<file path="src/usart_pkg.sv">
package usart_pkg;

    localparam int ADDR_W = 8;

    // register byte offsets
    localparam logic [7:0] OFS_CSA = 8'h00;
    localparam logic [7:0] OFS_CSB = 8'h04;
    localparam logic [7:0] OFS_CSC = 8'h08;
    localparam logic [7:0] OFS_BAUD_LO = 8'h0c;
    localparam logic [7:0] OFS_BAUD_HI = 8'h10;
    localparam logic [7:0] OFS_DATA = 8'h14;

    // ctrl_status_a fields
    localparam int CSA_RXC = 7;
    localparam int CSA_TXC = 6;
    localparam int CSA_TBE = 5;
    localparam int CSA_FE = 4;
    localparam int CSA_U2 = 1;
    // ctrl_status_b fields
    localparam int CSB_RXEN = 4;
    localparam int CSB_TXEN = 3;
    localparam int CSB_CS2 = 2;
    localparam int CSB_RX8 = 1;
    localparam int CSB_TX8 = 0;
    // ctrl_status_c fields
    localparam int CSC_MASTER = 7;
    localparam int CSC_SYNC = 6;
    localparam int CSC_PM = 4;
    localparam int CSC_SBS = 3;
    localparam int CSC_CS = 1;
    localparam int CSC_POL = 0;

    localparam logic [7:0] CSB_RESET = 8'h00;
    localparam logic [7:0] CSC_RESET = 8'h06;
    localparam logic [11:0] DIVISOR_RESET = 12'h000;

    // last sample index within one bit: 16 or 8 ticks per bit
    localparam logic [3:0] OS_NORMAL_LAST = 4'hf;
    localparam logic [3:0] OS_DOUBLE_LAST = 4'h7;
    localparam int SYNC_DELAY = 2;

    localparam logic [1:0] RESP_OKAY = 2'h0;
    localparam logic [1:0] RESP_SLVERR = 2'h2;

    typedef enum logic [4:0] {
        TX_IDLE = 5'h01,
        TX_START = 5'h02,
        TX_DATA = 5'h04,
        TX_PARITY = 5'h08,
        TX_STOP = 5'h10
    } tx_state_t;

    typedef enum logic [4:0] {
        RX_IDLE = 5'h01,
        RX_START = 5'h02,
        RX_DATA = 5'h04,
        RX_PARITY = 5'h08,
        RX_STOP = 5'h10
    } rx_state_t;

    function automatic logic [3:0] data_bits(input logic [2:0] cs);
        case (cs)
            3'h0: return 4'h5;
            3'h1: return 4'h6;
            3'h2: return 4'h7;
            3'h7: return 4'h9;
            default: return 4'h8;
        endcase
    endfunction

    function automatic logic parity_of(input logic [8:0] d, input logic [3:0] n,
                                       input logic odd);
        logic p;
        p = odd;
        for (int i = 0; i < 9; i++) begin
            if (4'(i) < n) p = p ^ d[i];
        end
        return p;
    endfunction

    function automatic logic addr_mapped(input logic [7:0] a);
        return (a[1:0] == 2'h0) && (a <= OFS_DATA);
    endfunction

endpackage

</file>
<file path="src/usart_xck_edge.sv">
`timescale 1ns/1ns
module usart_xck_edge (
    // clock and reset
    input wire logic aclk,
    input wire logic aresetn,
    // external transfer clock
    input wire logic xck_in,
    // detected edges
    output logic rise,
    output logic fall
);
    typedef struct packed {
        logic [2:0] sr;
    } edge_state_t;

    edge_state_t s;
    edge_state_t next_s;

    // sr[0] is the synchroniser stage, only sr[1] reads it
    always_comb begin
        next_s = s;
        next_s.sr = {s.sr[1:0], xck_in};
    end

    always_ff @(posedge aclk) begin
        if (!aresetn) begin
            s <= '0;
        end else begin
            s <= next_s;
        end
    end

    assign rise = s.sr[1] & ~s.sr[2];
    assign fall = ~s.sr[1] & s.sr[2];
endmodule

</file>
<file path="src/usart_core.sv">
`timescale 1ns/1ns
// Operation
// RULE1: double speed in async mode divides baud ticks by 8, not 16.
// RULE2: double speed is ignored in sync mode; software keeps it zero.
// RULE3: double-speed receiver takes 8 samples per bit instead of 16.
// RULE4: slave clock passes a sync register and edge detector, two clocks late.
// RULE5: external slave clock stays below a quarter of the system clock.
// RULE6: in sync mode transfer clock pin is output as master, input as slave.
// RULE7: sync receive samples on the edge opposite to transmit change.
// RULE8: polarity zero changes data on rising, samples falling; one swaps.
// RULE9: thirty formats: start, 5-9 data, none/even/odd parity, 1-2 stops.
// RULE10: frame order start, data lsb first, optional parity, stops.
// RULE11: after a frame the next starts at once or the line idles high.
// RULE12: start bit always low, each stop bit always high.
// RULE13: both directions share one format; change it only when idle.
// RULE14: 3-bit size field, 2-bit parity field, one stop-count bit.
// RULE15: receiver ignores second stop; frame error only on low first stop.
// RULE16: parity is xor of data bits, inverted for odd.
// RULE17: while transmit enabled the device drives the serial output pin.
// RULE18: data write fills buffer, moved to shifter when idle or after stop.
// RULE19: unused upper data bits are ignored for short characters.
// RULE20: software changes baud or format only with no transfer running.
// RULE21: software clears transmit-complete before each data write if used.
// RULE22: polling software waits for buffer-empty before writing data.
// RULE23: baud down-counter reloads at zero or low write, one tick per zero.
// RULE24: baud divisor is 12 bits from high and low registers, 0 to 4095.
// RULE25: buffer-empty flag set while buffer has no waiting data.
// RULE26: transmit-complete set when frame ends with empty buffer; write one clears.
// RULE27: enabled transmitter with no frame holds the line idle high.
module usart_core
    import usart_pkg::*;
(
    // clock and reset
    input wire logic aclk,
    input wire logic aresetn,
    // axi4-lite write address
    input wire logic [ADDR_W-1:0] awaddr,
    input wire logic awvalid,
    output logic awready,
    // axi4-lite write data
    input wire logic [31:0] wdata,
    input wire logic [3:0] wstrb,
    input wire logic wvalid,
    output logic wready,
    // axi4-lite write response
    output logic [1:0] bresp,
    output logic bvalid,
    input wire logic bready,
    // axi4-lite read
    input wire logic [ADDR_W-1:0] araddr,
    input wire logic arvalid,
    output logic arready,
    output logic [31:0] rdata,
    output logic [1:0] rresp,
    output logic rvalid,
    input wire logic rready,
    // serial line
    output logic txd_out,
    output logic txd_oe,
    input wire logic rxd_in,
    // transfer clock pin
    input wire logic xck_in,
    output logic xck_out,
    output logic xck_oe
);
    typedef struct packed {
        logic aw_held;
        logic [ADDR_W-1:0] aw_addr;
        logic w_held;
        logic [7:0] w_data;
        logic w_en;
        logic bvalid;
        logic [1:0] bresp;
        logic rvalid;
        logic [7:0] rdata;
        logic [1:0] rresp;
        logic double_speed;
        logic [7:0] csb;
        logic [7:0] csc;
        logic [11:0] divisor;
        logic [11:0] baud_cnt;
        logic xck_int;
        logic [8:0] tx_buf;
        logic tx_full;
        logic tx_complete;
        tx_state_t tx_state;
        logic [3:0] tx_pre;
        logic [8:0] tx_shift;
        logic [3:0] tx_cnt;
        logic tx_par;
        logic txd;
        rx_state_t rx_state;
        logic [3:0] rx_pre;
        logic [8:0] rx_shift;
        logic [3:0] rx_cnt;
        logic [8:0] rx_data;
        logic rx_complete;
        logic frame_error;
    } core_state_t;

    core_state_t s;
    core_state_t next_s;

    logic sl_rise;
    logic sl_fall;

    usart_xck_edge u_xck_edge (
        .aclk(aclk),
        .aresetn(aresetn),
        .xck_in(xck_in),
        .rise(sl_rise),
        .fall(sl_fall)
    );

    logic sync_mode, master, dbl, baud_tick, xe_rise, xe_fall, chg_edge, smp_edge;
    logic tx_bit, rx_smp, par_en, par_odd, tx_en, do_wr, wr_ok, lo_wr, data_wr;
    logic tx_load, tx_last, ar_take;
    logic [3:0] os_last, os_mid, nbits;
    logic [7:0] rd_mux;

    always_comb begin
        sync_mode = s.csc[CSC_SYNC];
        master = s.csc[CSC_MASTER];
        dbl = s.double_speed & ~sync_mode; // RULE2
        os_last = dbl ? OS_DOUBLE_LAST : OS_NORMAL_LAST; // RULE1 RULE3
        os_mid = {1'b0, os_last[3:1]};
        baud_tick = (s.baud_cnt == 12'h000); // RULE23
        xe_rise = master ? (baud_tick & ~s.xck_int) : sl_rise; // RULE4
        xe_fall = master ? (baud_tick & s.xck_int) : sl_fall;
        chg_edge = s.csc[CSC_POL] ? xe_fall : xe_rise; // RULE8
        smp_edge = s.csc[CSC_POL] ? xe_rise : xe_fall; // RULE7
        tx_bit = sync_mode ? chg_edge : (baud_tick && s.tx_pre == os_last); // RULE1
        rx_smp = sync_mode ? smp_edge : (baud_tick && s.rx_pre == os_mid); // RULE3
        nbits = data_bits({s.csb[CSB_CS2], s.csc[CSC_CS+:2]}); // RULE14 RULE9
        par_en = s.csc[CSC_PM+1];
        par_odd = s.csc[CSC_PM];
        tx_en = s.csb[CSB_TXEN];
        do_wr = s.aw_held & s.w_held;
        wr_ok = do_wr & s.w_en & addr_mapped(s.aw_addr);
        lo_wr = wr_ok && s.aw_addr == OFS_BAUD_LO;
        data_wr = wr_ok && s.aw_addr == OFS_DATA;
        tx_last = (s.tx_state == TX_STOP) && !(s.csc[CSC_SBS] && s.tx_cnt == 4'h0);
        // next frame follows the last stop bit with no gap
        tx_load = tx_bit && s.tx_full && tx_en &&
                  (s.tx_state == TX_IDLE || tx_last); // RULE18 RULE11
        ar_take = arvalid & ~s.rvalid;
        case (araddr)
            OFS_CSA: rd_mux = {s.rx_complete, s.tx_complete, ~s.tx_full, s.frame_error,
                               2'h0, s.double_speed, 1'b0};
            OFS_CSB: rd_mux = {s.csb[7:2], s.rx_data[8], s.csb[CSB_TX8]};
            OFS_CSC: rd_mux = s.csc;
            OFS_BAUD_LO: rd_mux = s.divisor[7:0];
            OFS_BAUD_HI: rd_mux = {4'h0, s.divisor[11:8]};
            OFS_DATA: rd_mux = s.rx_data[7:0];
            default: rd_mux = 8'h00;
        endcase
    end

    always_comb begin
        next_s = s;
        // axi write: address and data taken in either order
        if (awvalid && awready) begin
            next_s.aw_held = 1'b1;
            next_s.aw_addr = awaddr;
        end
        if (wvalid && wready) begin
            next_s.w_held = 1'b1;
            next_s.w_data = wdata[7:0];
            next_s.w_en = wstrb[0];
        end
        if (do_wr) begin
            next_s.aw_held = 1'b0;
            next_s.w_held = 1'b0;
            next_s.bvalid = 1'b1;
            next_s.bresp = addr_mapped(s.aw_addr) ? RESP_OKAY : RESP_SLVERR;
        end else if (s.bvalid && bready) begin
            next_s.bvalid = 1'b0;
        end
        if (ar_take) begin
            next_s.rvalid = 1'b1;
            next_s.rdata = rd_mux;
            next_s.rresp = addr_mapped(araddr) ? RESP_OKAY : RESP_SLVERR;
        end else if (s.rvalid && rready) begin
            next_s.rvalid = 1'b0;
        end
        // reading data clears receive flag; a new frame below still wins
        if (ar_take && araddr == OFS_DATA) begin
            next_s.rx_complete = 1'b0;
        end
        if (wr_ok) begin
            case (s.aw_addr)
                OFS_CSA: begin
                    next_s.double_speed = s.w_data[CSA_U2];
                    if (s.w_data[CSA_TXC]) next_s.tx_complete = 1'b0; // RULE26
                end
                OFS_CSB: next_s.csb = s.w_data;
                OFS_CSC: next_s.csc = s.w_data; // RULE13
                OFS_BAUD_LO: next_s.divisor[7:0] = s.w_data;
                OFS_BAUD_HI: next_s.divisor[11:8] = s.w_data[3:0]; // RULE24
                default: ;
            endcase
        end

        // baud generator
        if (baud_tick || lo_wr) begin
            next_s.baud_cnt = next_s.divisor; // RULE23
        end else begin
            next_s.baud_cnt = s.baud_cnt - 12'h001;
        end
        if (sync_mode && master && baud_tick) begin
            next_s.xck_int = ~s.xck_int;
        end
        if (!sync_mode && baud_tick) begin
            next_s.tx_pre = (s.tx_pre == os_last) ? 4'h0 : s.tx_pre + 4'h1;
        end

        // transmitter
        if (tx_load) begin
            next_s.tx_full = 1'b0;
            next_s.tx_shift = s.tx_buf;
            next_s.tx_par = parity_of(s.tx_buf, nbits, par_odd); // RULE16 RULE19
            next_s.tx_state = TX_START;
            next_s.txd = 1'b0; // RULE12
        end else if (tx_bit) begin
            case (s.tx_state)
                TX_IDLE: next_s.txd = 1'b1; // RULE27
                TX_START: begin
                    next_s.tx_state = TX_DATA;
                    next_s.txd = s.tx_shift[0]; // RULE10
                    next_s.tx_shift = {1'b0, s.tx_shift[8:1]};
                    next_s.tx_cnt = 4'h1;
                end
                TX_DATA: begin
                    if (s.tx_cnt == nbits) begin
                        next_s.tx_cnt = 4'h0;
                        next_s.tx_state = par_en ? TX_PARITY : TX_STOP;
                        next_s.txd = par_en ? s.tx_par : 1'b1; // RULE10
                    end else begin
                        next_s.txd = s.tx_shift[0];
                        next_s.tx_shift = {1'b0, s.tx_shift[8:1]};
                        next_s.tx_cnt = s.tx_cnt + 4'h1;
                    end
                end
                TX_PARITY: begin
                    next_s.tx_state = TX_STOP;
                    next_s.txd = 1'b1; // RULE12
                end
                TX_STOP: begin
                    if (!tx_last) begin
                        next_s.tx_cnt = 4'h1;
                    end else begin
                        next_s.tx_state = TX_IDLE;
                        next_s.tx_complete = 1'b1; // RULE26
                    end
                    next_s.txd = 1'b1;
                end
                default: next_s.tx_state = TX_IDLE;
            endcase
        end
        if (data_wr) begin
            next_s.tx_buf = {s.csb[CSB_TX8], s.w_data}; // RULE18
            next_s.tx_full = 1'b1; // RULE25
        end

        // receiver
        if (!sync_mode && baud_tick && s.rx_state != RX_IDLE) begin
            next_s.rx_pre = (s.rx_pre == os_last) ? 4'h0 : s.rx_pre + 4'h1;
        end
        case (s.rx_state)
            RX_IDLE: begin
                next_s.rx_cnt = 4'h0;
                if (s.csb[CSB_RXEN] && !rxd_in) begin
                    if (sync_mode && smp_edge) begin
                        next_s.rx_state = RX_DATA;
                    end else if (!sync_mode && baud_tick) begin
                        next_s.rx_state = RX_START;
                        next_s.rx_pre = 4'h1;
                    end
                end
            end
            RX_START: if (rx_smp) next_s.rx_state = rxd_in ? RX_IDLE : RX_DATA;
            RX_DATA: begin
                if (rx_smp) begin
                    next_s.rx_shift = {rxd_in, s.rx_shift[8:1]};
                    next_s.rx_cnt = s.rx_cnt + 4'h1;
                    if (s.rx_cnt + 4'h1 == nbits) begin
                        next_s.rx_state = par_en ? RX_PARITY : RX_STOP;
                    end
                end
            end
            RX_PARITY: if (rx_smp) next_s.rx_state = RX_STOP;
            RX_STOP: begin
                if (rx_smp) begin
                    // second stop bit is never looked at
                    next_s.frame_error = ~rxd_in; // RULE15
                    next_s.rx_data = s.rx_shift >> (4'h9 - nbits);
                    next_s.rx_complete = 1'b1;
                    next_s.rx_state = RX_IDLE;
                end
            end
            default: next_s.rx_state = RX_IDLE;
        endcase
    end

    always_ff @(posedge aclk) begin
        if (!aresetn) begin
            s <= '0;
            s.csb <= CSB_RESET;
            s.csc <= CSC_RESET;
            s.divisor <= DIVISOR_RESET;
            s.baud_cnt <= DIVISOR_RESET;
            s.tx_state <= TX_IDLE;
            s.rx_state <= RX_IDLE;
            s.txd <= 1'b1;
        end else begin
            s <= next_s;
        end
    end

    assign awready = ~s.aw_held & ~s.bvalid;
    assign wready = ~s.w_held & ~s.bvalid;
    assign bvalid = s.bvalid;
    assign bresp = s.bresp;
    assign arready = ~s.rvalid;
    assign rvalid = s.rvalid;
    assign rdata = {24'h000000, s.rdata};
    assign rresp = s.rresp;
    // pin stays ours until the frame in the shifter has gone out
    assign txd_out = s.txd;
    assign txd_oe = tx_en | (s.tx_state != TX_IDLE); // RULE17
    assign xck_out = s.xck_int;
    assign xck_oe = sync_mode & master; // RULE6
endmodule

</file>
<file path="config.mk">
export PLATFORM = sky130hd
export DESIGN_NAME = usart_core
export DESIGN_NICKNAME = d
export VERILOG_FILES = /design/src/usart_pkg.sv /design/src/usart_xck_edge.sv /design/src/usart_core.sv
export SDC_FILE = /design/constraint.sdc
export NUM_CORES = 1
export LEC_CHECK = 0
export BUFFER_PORTS_ARGS = -buffer_cell sky130_fd_sc_hd__buf_2
export CORE_MARGIN = 5
export CORE_UTILIZATION = 35
export DETAILED_ROUTE_END_ITERATION = 6
export PLACE_DENSITY = 0.59
export SLEW_MARGIN = 20
export SYNTH_ARGS = -nofsm -noshare
export SYNTH_HDL_FRONTEND = slang
export SYNTH_SLANG_ARGS = --single-unit
</file>
<file path="constraint.sdc">
create_clock -name aclk -period 2.7 [get_ports aclk]
set_input_delay 0.405 -clock aclk [delete_from_list [all_inputs] [get_ports aclk]]
set_output_delay 0.405 -clock aclk [all_outputs]
set_load 0.02 [all_outputs]
</file>
==> run summary <==
Post-CTS Hold Buffers: 0
Area occupied by multi-input gates: 4450 um2
Max_slew headroom: 0.412
CP max FO: 16
Core Rows: 54
I/O pin cnt: 106
P_leak: 0.00342 uW
Comb pwr share: 0.139
Initial antenna violation count: 0
Crit path launch type: register
Number of synthesized flops with an enable pin: 0
Clock skew: 0.00780 ns
DP Worst Slack: 0.215 ns
Area delta synth->final: 13.9%
Pint: 4270 uW
DRT antenna net count: 0
Net Sw Frac: 0.257
Vias: 6,407
Reg clk slew, reported paths: 0.06 ns
Area leader, netlist: dfxtp_1
Largest reg by FF count: s
Mapped Area: 7800 um2
Postcts setup bufs: 0
First-pass GRT wire length: 31,200 um
DR iter-0 viols: 425
Setup total negative slack: 0 ns
CTS Root Cell: clkbuf_16
Worst min path class: input pin to register
Mean Syn Cell Area: 8.54 um2
Per-cell routed wire length: 15.4 um
Residual DRC count: 0
Die footprint: 25,400 um2
Largest register FFs: 123
Share of layout cells above drive strength 1: 0.167
Largest cells by area after synthesis: dfxtp_1, mux2i_1, nand2_1
Fraction of registers with async set/reset: 0
Starting density of the core: 0.356
First drt pass iteration count: 6
Worst setup slack after layout: 0.174 ns
Vias in the first global route: 5,999
Transition time of the tightest slew-check pin: 0.882 ns
#FFs+latches synth: 143
Die Ht: 159 um
Endpoints failing setup: 0
Final nets: 1,016
Worst EP arrival: 2.81 ns
Clock Latency Late Sink: 0.42 ns
CTS tree: built
Max clock buf depth: 2
PortBufs: 52
Most common cell after layout, fill and taps aside: dfxtp_1
Worst Path Required: 2.99 ns
Seq/Total Area, Yosys: 0.367
Global Route Usage Sum: 0.147
Final Critical Period: 2.53 ns
Clock share of power: 0.457
Endpoints failing hold: 0
Post-cts gate resize count: 0
Outcome: complete, no violations
RD Place Congestion: 0.828
Dpl hpwl: 13,700 um
Core ar.: 21,900 um2
Sequential power share: 0.403
CTS HTree Levels: 4
Fill cells: 2,261
Yosys Warn Count: 0
Clk sinks: 143
Vias per cell: 5.18
Fin crit share: 0.936
Gr ovfl total: 0
Pins over their slew limit: 0
Fmax: 0.396 GHz
Synth cell types: 91
Max Cap Viol: 0
Critical path class: register to register
FF/Latch Area: 2860 um2
Maximum vdd drop: 0.000525 V
Die width: 159 um
Top FF cell, synth: dfxtp_1
Largest net degree at the start of global routing: 118
PwrDens: 647 nW/um2
Mapped Cells: 913
Setup crit end kind: register
Share of the synthesized area in the top cell type: 0.367
RSZ-0062 raised after global routing: yes
# diodes: 0
Number of CTS-inserted buffers: 17
Most frequent cells in the layout: dfxtp_1, nand2_1, nor2_1
WL final: 19,100 um
Psw: 1480 uW
cell families (layout without fill, tap and decap cells):
family                     count (synthesis)  in the layout  synth area share
other                                      1             26          0.000481
buffers and inverters                    106            126            0.0759
and+or+nand+nor                          343            343             0.227
muxes                                     83             83             0.112
DFF                                      143            143             0.367
xor gates and xnor gates                  28             28            0.0314
adders and majority gates                  7              7            0.0112
AOI/OAI and AO/OA                        202            202             0.176
stage by stage:
step,std cells,cell area [um2],hold WS (ns),power (uW),utilization
after floorplan,938,7900,0.412,3000,-
after global placement,1209,8230,0.428,3150,0.376
after detailed placement,1209,8230,0.438,3160,0.376
after CTS,1238,8890,0.146,5810,0.406
after global routing,1238,8890,0.160,6010,0.406
final,1238,8890,0.167,5750,0.406
cells in the mapped netlist (3+ instances only):
library cell	number
a2bb2oi_1	5
o211ai_1	11
o21ai_0	24
or3_1	5
a31o_2	3
and2_1	8
nand3_1	33
mux2i_1	69
a221oi_1	6
buf_1	5
mux2_2	12
a31oi_1	4
nand4_1	8
a22oi_1	5
a211o_1	3
buf_6	3
nand3b_1	7
and3_1	4
nor2b_1	8
inv_1	11
nor2_1	85
nand2_1	108
a21oi_1	77
nor3b_1	9
nand4bb_1	3
xor2_1	13
nor3_1	18
a21o_1	3
dfxtp_1	143
a21boi_0	3
xnor2_1	15
a211oi_1	12
and4b_1	3
a311oi_1	9
buf_2	12
ha_1	7
o21ai_1	4
buf_4	39
nand2b_1	12
clkbuf_1	33
or4_1	6
o31ai_1	5
power by group through the flow:
stage	logic, uW	clock network (uW)	registers (uW)
after floorplan	670	0	2330
after global placement	788	0	2360
after detailed placement	796	0	2370
after CTS	801	2690	2320
after global routing	907	2770	2330
final	801	2630	2320
critical path, stage by stage, from the launching register on:
cell,delay [ns]
dfxtp_1,0.36
inv_1,0.05
ha_1,0.21
nor3b_4,0.20
and4_1,0.24
and4b_1,0.26
o21ai_2,0.71
mux2i_1,0.29
nor2_1,0.05
final timing paths:
check / startpoint / to / slack, ns / depth (start not counted)
setup / recovery: s[69] / s[21] / 0.17 / 8
hold reg to reg: s[140] / s[140] / 0.45 / 2
setup reg to reg: s[69] / s[21] / 0.17 / 8
hold / removal: rready / rvalid / 0.17 / 2
cell type report:
type,count,share of cell area
repair buffers,84,0.0591
flip-flops and latches,143,0.322
inverters,13,0.00563
clock buffers,18,0.0494
multi-input cells,689,0.500
well taps,280,0.0394
clock inverters,11,0.0241
routing by layer:
| metal | wire length [um] | track usage | vias to the layer above |
|---|---|---|---|
| li1 | - | - | 3276 |
| met1 | 9520 | 0.205 | 2999 |
| met2 | 8790 | 0.235 | 113 |
| met3 | 597 | 0.0290 | 19 |
| met4 | 204 | 0.0368 | 0 |
| met5 | 0 | 0 | - |
(Power assumes the default switching activity.)
